$ cat config.mk
export PLATFORM = sky130hd
export DESIGN_NAME = fict_core
export DESIGN_NICKNAME = d
export VERILOG_FILES = /design/src/common/fict_pkg.sv /design/src/verilog/fict_mem.sv /design/src/verilog/fict_skid.sv /design/src/verilog/fict_core.sv
export VERILOG_INCLUDE_DIRS = /design/src /design/src/common
export SDC_FILE = /design/constraint.sdc
export NUM_CORES = 1
export LEC_CHECK = 0
export ABC_AREA = 1
export BUFFER_PORTS_ARGS = -buffer_cell sky130_fd_sc_hd__buf_2
export CAP_MARGIN = 10
export CORE_UTILIZATION = 45
export CTS_CLUSTER_SIZE = 40
export DETAILED_ROUTE_END_ITERATION = 6
export PLACE_DENSITY = 0.58
export SYNTH_ARGS = -nofsm -noshare
export SYNTH_HDL_FRONTEND = slang
export SYNTH_SLANG_ARGS = --single-unit
$ cat constraint.sdc
create_clock -name sys_clk -period 7.5 [get_ports sys_clk]
set_input_delay 1.875 -clock sys_clk [delete_from_list [all_inputs] [get_ports sys_clk]]
set_output_delay 1.875 -clock sys_clk [all_outputs]
set_load 0.1 [all_outputs]
$ cat src/common/fict_consts.svh
// constants for the fifo, checksum, event and timer core
`ifndef FICT_CONSTS_SVH
`define FICT_CONSTS_SVH

// ----------------------------------------
// fifo geometry
// ----------------------------------------
`define FICT_FIFO_DEPTH      64
`define FICT_FIFO_AW         6
`define FICT_LEVEL_W         7

// ----------------------------------------
// checksum seeds and polynomial
// ----------------------------------------
`define FICT_SEED_0          16'h0000
`define FICT_SEED_1          16'h6363
`define FICT_SEED_2          16'hA671
`define FICT_SEED_3          16'hFFFF
`define FICT_CRC_POLY        16'h1021
`define FICT_CRC_RPOLY       16'h8408

// ----------------------------------------
// event flag bit positions
// ----------------------------------------
`define FICT_EV_TIMER        0
`define FICT_EV_ERROR        1
`define FICT_EV_NEAR_EMPTY   2
`define FICT_EV_NEAR_FULL    3
`define FICT_EV_IDLE         4
`define FICT_EV_RX           5
`define FICT_EV_TX           6
`define FICT_EV_CRC          7
`define FICT_EV_W            8

// ----------------------------------------
// timer clock
// ----------------------------------------
`define FICT_TIMER_CLK_KHZ   13560

`endif

$ cat src/common/fict_pkg.sv
// types shared by the core and its helpers
package fict_pkg;

  typedef logic [7:0] fict_byte_t;

  typedef struct packed {
    logic       valid;
    fict_byte_t data;
  } fict_beat_s;

  typedef enum logic [1:0] {
    FICT_CRC_IDLE = 2'b00,
    FICT_CRC_LOAD = 2'b01,
    FICT_CRC_CALC = 2'b10
  } fict_crc_state_e;

endpackage : fict_pkg

$ cat src/verilog/fict_mem.sv
// fifo storage: 64 x 8, registered read data
`timescale 1ns/1ns
module fict_mem
  import fict_pkg::*;
#(
  parameter int DEPTH = 64,
  parameter int AW    = 6
) (
  input  wire logic          sys_clk,
  input  wire logic          clk_en,
  input  wire logic          wr_en,
  input  wire logic [AW-1:0] wr_addr,
  input  wire fict_byte_t    wr_data,
  input  wire logic [AW-1:0] rd_addr,
  output fict_byte_t         rd_data
);

  fict_byte_t mem [DEPTH];

  always_ff @(posedge sys_clk) begin
    if (clk_en && wr_en) begin
      mem[wr_addr] <= wr_data;
    end
  end

  always_ff @(posedge sys_clk) begin
    if (clk_en) begin
      rd_data <= mem[rd_addr];
    end
  end

endmodule : fict_mem

$ cat src/verilog/fict_skid.sv
// two-entry buffer with valid/ready on both sides
`timescale 1ns/1ns
module fict_skid
  import fict_pkg::*;
(
  input  wire logic       sys_clk,
  input  wire logic       rst_n,
  input  wire logic       clk_en,
  input  wire fict_beat_s in_beat,
  output logic            in_ready,
  output fict_beat_s      out_beat,
  input  wire logic       out_ready
);

  fict_beat_s e0_q;
  fict_beat_s e1_q;

  assign in_ready = !e1_q.valid;
  assign out_beat = e0_q;

  always_ff @(posedge sys_clk) begin
    if (!rst_n) begin
      e0_q <= '0;
      e1_q <= '0;
    end else if (clk_en) begin
      if (!e0_q.valid || out_ready) begin
        if (e1_q.valid) begin
          e0_q <= e1_q;
          e1_q <= (in_beat.valid && in_ready) ? in_beat : '0;
        end else begin
          e0_q <= (in_beat.valid && in_ready) ? in_beat : '0;
        end
      end else if (in_beat.valid && in_ready) begin
        e1_q <= in_beat;
      end
    end
  end

endmodule : fict_skid

$ cat src/verilog/fict_core.sv
// fifo, checksum coprocessor, event flags and timer
`timescale 1ns/1ns
`include "fict_consts.svh"

module fict_core
  import fict_pkg::*;
#(
  parameter int DEPTH = `FICT_FIFO_DEPTH,
  parameter int AW    = `FICT_FIFO_AW
) (
  input  wire logic        sys_clk,
  input  wire logic        rst_n,
  input  wire logic        clk_en,
  input  wire logic        host_wr,
  input  wire fict_byte_t  host_wr_data,
  output logic             host_wr_ready,
  input  wire logic        host_rd,
  output fict_byte_t       queue_data_port,
  output logic             host_rd_valid,
  input  wire logic        host_rd_ready,
  input  wire logic        queue_clear,
  output logic [6:0]       queue_fill_count,
  output logic             queue_overrun_error,
  input  wire logic [5:0]  watermark_value,
  output logic             near_full_flag,
  output logic             near_empty_flag,
  input  wire logic [1:0]  checksum_seed_select,
  input  wire logic        high_bit_leading,
  input  wire logic        checksum_start,
  output fict_byte_t       checksum_result_hi,
  output fict_byte_t       checksum_result_lo,
  output logic             checksum_ready,
  input  wire logic        tx_eof_start,
  input  wire logic        rx_end,
  input  wire logic        command_idle,
  input  wire logic [6:0]  link_error_bits,
  input  wire logic [7:0]  event_enable_register,
  input  wire logic [7:0]  event_flag_set,
  input  wire logic [7:0]  event_flag_clear,
  output logic [7:0]       event_flag_register,
  output logic             irq_status,
  output logic             irq_pin,
  input  wire logic        timer_tick_pin,
  input  wire logic [11:0] timer_divider,
  input  wire logic [15:0] timer_reload_register,
  input  wire logic        timer_auto_reload,
  input  wire logic        timer_start,
  input  wire logic        timer_stop,
  output logic [15:0]      timer_current_value,
  output logic             timer_active
);

  // ----------------------------------------
  // helpers
  // ----------------------------------------
  function automatic logic [15:0] crc_bit(input logic [15:0] c, input logic b, input logic msb);
    logic fb;
    fb      = (msb ? c[15] : c[0]) ^ b;
    crc_bit = (msb ? {c[14:0], 1'b0} : {1'b0, c[15:1]}) ^ (fb ? (msb ? `FICT_CRC_POLY : `FICT_CRC_RPOLY) : 16'h0000);
  endfunction : crc_bit

  function automatic logic [15:0] seed_of(input logic [1:0] s);
    unique case (s)
      2'b00: seed_of = `FICT_SEED_0;
      2'b01: seed_of = `FICT_SEED_1;
      2'b10: seed_of = `FICT_SEED_2;
      2'b11: seed_of = `FICT_SEED_3;
    endcase
  endfunction : seed_of

  // ----------------------------------------
  // fifo pointers
  // ----------------------------------------
  logic [AW:0]   wp_q;
  logic [AW:0]   rp_q;
  logic [AW:0]   level;
  logic          full;
  logic          empty;
  logic          pop;
  logic          crc_pop;
  logic          host_pop;
  logic          rd_pend_q;
  logic          crc_pend_q;
  fict_byte_t    mem_rd;
  fict_beat_s    skid_in;
  logic          skid_in_ready;
  fict_beat_s    skid_out;

  assign level    = wp_q - rp_q;
  assign full     = (level == (AW+1)'(DEPTH));
  assign empty    = (level == '0);
  assign queue_fill_count = 7'(level);
  assign host_wr_ready = 1'b1;
  // one pop in flight at a time; host read blocked while buffer is busy
  assign host_pop = host_rd && !empty && !rd_pend_q && !crc_pend_q && skid_in_ready && !skid_out.valid && !crc_pop;
  assign pop      = host_pop || crc_pop;

  always_ff @(posedge sys_clk) begin
    if (!rst_n) begin
      wp_q <= '0;
    end else if (clk_en) begin
      if (queue_clear) begin
        wp_q <= '0;
      end else if (host_wr && !full) begin
        wp_q <= wp_q + 1'b1;
      end
    end
  end

  always_ff @(posedge sys_clk) begin
    if (!rst_n) begin
      rp_q <= '0;
    end else if (clk_en) begin
      if (queue_clear) begin
        rp_q <= '0;
      end else if (pop) begin
        rp_q <= rp_q + 1'b1;
      end
    end
  end

  always_ff @(posedge sys_clk) begin
    if (!rst_n) begin
      queue_overrun_error <= 1'b0;
    end else if (clk_en) begin
      if (host_wr && full && !queue_clear) begin
        queue_overrun_error <= 1'b1;
      end else if (queue_clear) begin
        queue_overrun_error <= 1'b0;
      end
    end
  end

  fict_mem #(.DEPTH(DEPTH), .AW(AW)) u_mem (
    .sys_clk (sys_clk),
    .clk_en  (clk_en),
    .wr_en   (host_wr && !full && !queue_clear),
    .wr_addr (wp_q[AW-1:0]),
    .wr_data (host_wr_data),
    .rd_addr (rp_q[AW-1:0]),
    .rd_data (mem_rd)
  );

  always_ff @(posedge sys_clk) begin
    if (!rst_n) begin
      rd_pend_q  <= 1'b0;
      crc_pend_q <= 1'b0;
    end else if (clk_en) begin
      rd_pend_q  <= host_pop && !queue_clear;
      crc_pend_q <= crc_pop && !queue_clear;
    end
  end

  assign skid_in.valid = rd_pend_q;
  assign skid_in.data  = mem_rd;

  fict_skid u_skid (
    .sys_clk   (sys_clk),
    .rst_n     (rst_n && !(clk_en && queue_clear)),
    .clk_en    (clk_en),
    .in_beat   (skid_in),
    .in_ready  (skid_in_ready),
    .out_beat  (skid_out),
    .out_ready (host_rd_ready)
  );

  assign host_rd_valid   = skid_out.valid;
  assign queue_data_port = skid_out.data;

  // ----------------------------------------
  // watermark alerts
  // ----------------------------------------
  logic [AW:0] space;
  logic        nf_q;
  logic        ne_q;

  assign space           = (AW+1)'(DEPTH) - level;
  assign near_full_flag  = (space <= {1'b0, watermark_value});
  assign near_empty_flag = (level <= {1'b0, watermark_value});

  always_ff @(posedge sys_clk) begin
    if (!rst_n) begin
      nf_q <= 1'b0;
      ne_q <= 1'b1;
    end else if (clk_en) begin
      nf_q <= near_full_flag;
      ne_q <= near_empty_flag;
    end
  end

  // ----------------------------------------
  // checksum coprocessor
  // ----------------------------------------
  fict_crc_state_e crc_st_q;
  logic [15:0]     crc_q;
  fict_byte_t      crc_sh_q;
  logic [2:0]      crc_bit_q;
  logic            crc_done;

  assign crc_pop = (crc_st_q == FICT_CRC_LOAD) && !empty && !crc_pend_q && !rd_pend_q;
  assign crc_done = (crc_st_q == FICT_CRC_LOAD) && empty && !crc_pend_q;
  assign checksum_result_hi = crc_q[15:8];
  assign checksum_result_lo = crc_q[7:0];

  always_ff @(posedge sys_clk) begin
    if (!rst_n) begin
      crc_st_q  <= FICT_CRC_IDLE;
      crc_q     <= '0;
      crc_sh_q  <= '0;
      crc_bit_q <= '0;
    end else if (clk_en) begin
      unique case (crc_st_q)
        FICT_CRC_IDLE: begin
          if (checksum_start) begin
            crc_q    <= seed_of(checksum_seed_select);
            crc_st_q <= FICT_CRC_LOAD;
          end
        end
        FICT_CRC_LOAD: begin
          if (crc_pend_q) begin
            crc_sh_q  <= mem_rd;
            crc_bit_q <= '0;
            crc_st_q  <= FICT_CRC_CALC;
          end else if (crc_done) begin
            crc_st_q <= FICT_CRC_IDLE;
          end
        end
        FICT_CRC_CALC: begin
          crc_q <= crc_bit(crc_q, high_bit_leading ? crc_sh_q[7] : crc_sh_q[0], high_bit_leading);
          crc_sh_q <= high_bit_leading ? {crc_sh_q[6:0], 1'b0} : {1'b0, crc_sh_q[7:1]};
          crc_bit_q <= crc_bit_q + 1'b1;
          if (crc_bit_q == 3'h7) begin
            crc_st_q <= FICT_CRC_LOAD;
          end
        end
        default: crc_st_q <= FICT_CRC_IDLE;
      endcase
    end
  end

  always_ff @(posedge sys_clk) begin
    if (!rst_n) begin
      checksum_ready <= 1'b0;
    end else if (clk_en) begin
      if (crc_done) begin
        checksum_ready <= 1'b1;
      end else if (checksum_start) begin
        checksum_ready <= 1'b0;
      end
    end
  end

  // ----------------------------------------
  // timer
  // ----------------------------------------
  logic [2:0]  tick_sync_q;
  logic        tick_stable_q;
  logic        tick_rise;
  logic [11:0] pre_q;
  logic        timer_hit;

  assign tick_rise = (tick_sync_q[1] == tick_sync_q[2]) && tick_sync_q[1] && !tick_stable_q;

  always_ff @(posedge sys_clk) begin
    if (!rst_n) begin
      tick_sync_q   <= '0;
      tick_stable_q <= 1'b0;
    end else if (clk_en) begin
      tick_sync_q <= {tick_sync_q[1:0], timer_tick_pin};
      if (tick_sync_q[1] == tick_sync_q[2]) begin
        tick_stable_q <= tick_sync_q[1];
      end
    end
  end

  assign timer_hit = timer_active && tick_rise && (pre_q == '0) && (timer_current_value == 16'h0001);

  always_ff @(posedge sys_clk) begin
    if (!rst_n) begin
      pre_q               <= '0;
      timer_current_value <= '0;
      timer_active        <= 1'b0;
    end else if (clk_en) begin
      if (timer_stop) begin
        timer_active <= 1'b0;
      end else if (timer_start) begin
        timer_active        <= 1'b1;
        pre_q               <= timer_divider;
        timer_current_value <= timer_reload_register;
      end else if (timer_active && tick_rise) begin
        if (pre_q != '0) begin
          pre_q <= pre_q - 1'b1;
        end else begin
          pre_q <= timer_divider;
          if (timer_current_value == '0) begin
            if (timer_auto_reload) begin
              timer_current_value <= timer_reload_register;
            end else begin
              timer_active <= 1'b0;
            end
          end else begin
            timer_current_value <= timer_current_value - 1'b1;
          end
        end
      end
    end
  end

  // ----------------------------------------
  // event flags and irq
  // ----------------------------------------
  logic [7:0] ev_set;

  always_comb begin
    ev_set = event_flag_set;
    ev_set[`FICT_EV_TIMER]      = event_flag_set[`FICT_EV_TIMER] | timer_hit;
    ev_set[`FICT_EV_ERROR]      = event_flag_set[`FICT_EV_ERROR] | (|{link_error_bits, queue_overrun_error});
    ev_set[`FICT_EV_NEAR_EMPTY] = event_flag_set[`FICT_EV_NEAR_EMPTY] | (near_empty_flag && !ne_q);
    ev_set[`FICT_EV_NEAR_FULL]  = event_flag_set[`FICT_EV_NEAR_FULL] | (near_full_flag && !nf_q);
    ev_set[`FICT_EV_IDLE]       = event_flag_set[`FICT_EV_IDLE] | command_idle;
    ev_set[`FICT_EV_RX]         = event_flag_set[`FICT_EV_RX] | rx_end;
    ev_set[`FICT_EV_TX]         = event_flag_set[`FICT_EV_TX] | tx_eof_start;
    ev_set[`FICT_EV_CRC]        = event_flag_set[`FICT_EV_CRC] | crc_done;
  end

  always_ff @(posedge sys_clk) begin
    if (!rst_n) begin
      event_flag_register <= '0;
    end else if (clk_en) begin
      event_flag_register <= (event_flag_register & ~event_flag_clear) | ev_set;
    end
  end

  assign irq_status = |(event_flag_register & event_enable_register);

  always_ff @(posedge sys_clk) begin
    if (!rst_n) begin
      irq_pin <= 1'b0;
    end else if (clk_en) begin
      irq_pin <= |(event_flag_register & event_enable_register);
    end
  end

endmodule : fict_core

==> flow_summary.ini <==
[outcome]
status = complete, no violations

[timing]
fin_skew_ps = 27.47
slew_headroom_pct = 29.41
fin_tns_setup_ps = 0
fin_crit_sh_pct = 85.58
fmax_mhz = 155.8
fin_ws_ps = 1082
worstMarginPinSlew_ps = 1059
slew_violations = 0
rsz0062_at_grt = no
hold_viol_final = 0
period_needed_ps = 6418
finalSetupViolCount = 0

[yosys]
yosysWarningCount = 0
synth_top_cell_by_area = edfxtp_1
synth_compound_area_share_pct = 14.21
ys_ff_latch = 629
synthCells = 2438
synth_cell_types = 51
synth-edff-count = 520
yosys.cell_count.top_type = edfxtp_1
syn_nets = 2558
yosys.area_share.simple_pct = 13.33
netlist_area_sq_um = 26740
ys_top_cells_by_area = edfxtp_1 (58%), dfxtp_1 (8.2%), o21ai_0 (6.4%)
synth_commonest_cells = edfxtp_1 (520), nor2_1 (415), o21ai_0 (344)
synth_top_family_by_area = compound AO/OA/AOI/OAI gates
avgSynthCellArea_sq_um = 10.97
yosys.area.top_type_share_pct = 58.39
async_flop_share_pct = 0
synth-main-ff-cell = edfxtp_1
synthAdderAreaFrac_pct = 1.385
synth.mux.area_fraction_pct = 0
seq_area_frac_synth_pct = 66.55
synth_xor_area_share_pct = 0.7205

[die]
die_width_um = 245.8
die_area_sq_um = 60410
coreArea_sq_um = 58250
dieHeight_um = 245.8
rows = 88
initial_core_util_pct = 45.92
ios = 155

[critical_path]
r2r_end = u_mem.mem[61][7]$_DFFE_PP_
worstPathMaxFanout = 69
critPathMostFrequentCell = nand2_1
rrSetupSlack_ps = 2360
slowest_delay_ps = 840
cp-end-kind = output pin
rr_startpoint = rp_q[4]$_SDFFE_PN0P_
cp-start-kind = register
cp_cell_sequence = inv_2, ha_1, a21oi_1, nand2_1, nand2_1, nand2_1, nor3b_1, xor2_1, ha_1, a21oi_1, o21ai_0, nand2_1, nand2_1, nor2_1, buf_2
path_class = register to output pin
r2r_cells = 11
cp_slowest_cell = dfxtp_4
worstPathRequired_ps = 5620
worstPathArrival_ps = 4540

[clock_network]
cts_tree = done
ctsHoldBuffers = 0
cts_buffers = 66
cts.sinks = 629
path_clk_slew_ps = 60
cts_resized = 0
htreeDepth = 3
cts_buffer_depth = 3
clock_latency_ps = 620
post_cts_buffers = 0
clk_root_buffer_cell = clkbuf_16

[power]
power_density_nw_per_um2 = 268.5
ir_drop_uv = 260.6
p_leak_nw = 10.63

[global_route]
antenna_found_initial = 1
grtUsageMet1_pct = 31.97
met2_usage_pct = 38.40
grt_pass1_wl_um = 108400
grt_max_degree = 140
grt.total_usage_pct = 23.53
overflow = 0
grt-busiest-layer = met2
grt_pass1_vias = 18200
grt_util_met3_pct = 3.831

[route]
drtIter0Drc = 1616
detail_route.first_pass.iterations = 5
drcViolationCount = 0
routed_wirelength_um = 71280
viasPerCell = 5.759
antenna_left = 0
num_vias = 19328
wl_per_cell_um = 21.24

[min_path]
hold_depth = 2
min_from = tick_stable_q$_SDFFE_PN0P_
hp-class = register to register
hold_end = tick_stable_q$_SDFFE_PN0P_

[layout]
fin_util_pct = 51.93
nets = 2658
fin_area_sq_um = 30250
area_growth_pct = 13.10
drive_gt1_share_pct = 11.81

[placement]
dp_hpwl_um = 42100
place_area_sq_um = 28070
io_buffer_count = 153
gp_congestion = 0.8521
dp_slack_ps = 1712

[flow_run]
cap_violations = 0
-- where the power goes --
part           leakage (nW)  internal [mW]  switching [mW]
Clock                  1.05           1.92            1.34
Combinational          4.01          0.236           0.762
Sequential             5.57           3.82          0.0448
Total                  10.6           5.97            2.15
-- layout make-up --
type,count,area (sq um)
clock buffer,92,1864
tap,765,957.2
fill,5128,28000
antenna,1,2.502
inverter,112,425.4
clock inverter,28,300.3
multi-input combinational,1552,7935
timing repair buffer,177,958.4
sequential,629,17810
-- kinds of logic after synthesis --
kind of cell,count (synthesis)
simple gates,835
compound gates,665
flops,629
buf+inv,257
fa+ha+maj,29
xor+xnor,22
other cells,1
-- cells in the final DEF, fill, tap and decap left out, drive strengths merged, types with 20 or more instances in the layout --
| cell | count |
|---|---|
| o211ai | 32 |
| inv | 106 |
| clkinv | 29 |
| o21ai | 348 |
| a21oi | 111 |
| a31oi | 20 |
| ha | 28 |
| dfxtp | 109 |
| nand2 | 249 |
| clkbuf | 92 |
| buf | 177 |
| o221ai | 47 |
| nand3 | 104 |
| edfxtp | 520 |
| nand4 | 31 |
| o22ai | 80 |
| nor2 | 419 |
-- flip-flops by register name, summed over array words and instances, names as in the netlist, 3 cells and up --
| name | cells |
|---|---|
| timer_current_value | 16 |
| tick_sync_q | 3 |
| wp_q | 7 |
| crc_q | 16 |
| u_skid.out_beat | 9 |
| u_skid.e1_q | 9 |
| u_mem.rd_data | 8 |
| pre_q | 12 |
| crc_sh_q | 8 |
| crc_bit_q | 3 |
| event_flag_register | 8 |
| u_mem.mem | 512 |
| rp_q | 7 |
-- per-stage QoR --
step | power [mW] | cells | hold slack [ps]
final | 8.121 | 3356 | 458.3
after global routing | 8.395 | 3356 | 491.1
after CTS | 8.183 | 3354 | 459.8
after detailed placement | 4.930 | 3234 | 451.9
after global placement | 4.915 | 3234 | 446.9
after floorplan | 4.649 | 2438 | 429.0
-- worst max-delay path: cells and delay by family (launching register included) --
kind            cells  cell delay, ps
simple gates        7             830
compound gates      3             440
buf+inv             2             960
flops               1             840
xor+xnor            1             200
fa+ha+maj           2             630
-- layer usage --
metal	routed length, um	vias up
met5	0	-
met4	2100	0
met3	4469	133
met2	33700	706
met1	31010	9448
li1	-	9041
-- how the worst max path moves through the flow --
stage | startpoint | cells after the start | slack [ps] | to
5_1_grt | rp_q[1]$_SDFFE_PN0P_ | 16 | 740 | near_full_flag
4_1_cts | rp_q[1]$_SDFFE_PN0P_ | 15 | 1060 | near_full_flag
3_3_place_gp | rp_q[1]$_SDFFE_PN0P_ | 15 | 1770 | near_full_flag
2_1_floorplan | rp_q[2]$_SDFFE_PN0P_ | 16 | 940 | near_full_flag
3_5_place_dp | rp_q[1]$_SDFFE_PN0P_ | 15 | 1710 | near_full_flag
6_report | rp_q[1]$_SDFFE_PN0P_ | 15 | 1080 | near_full_flag
Note: power is estimated with default switching activity, not from simulation.
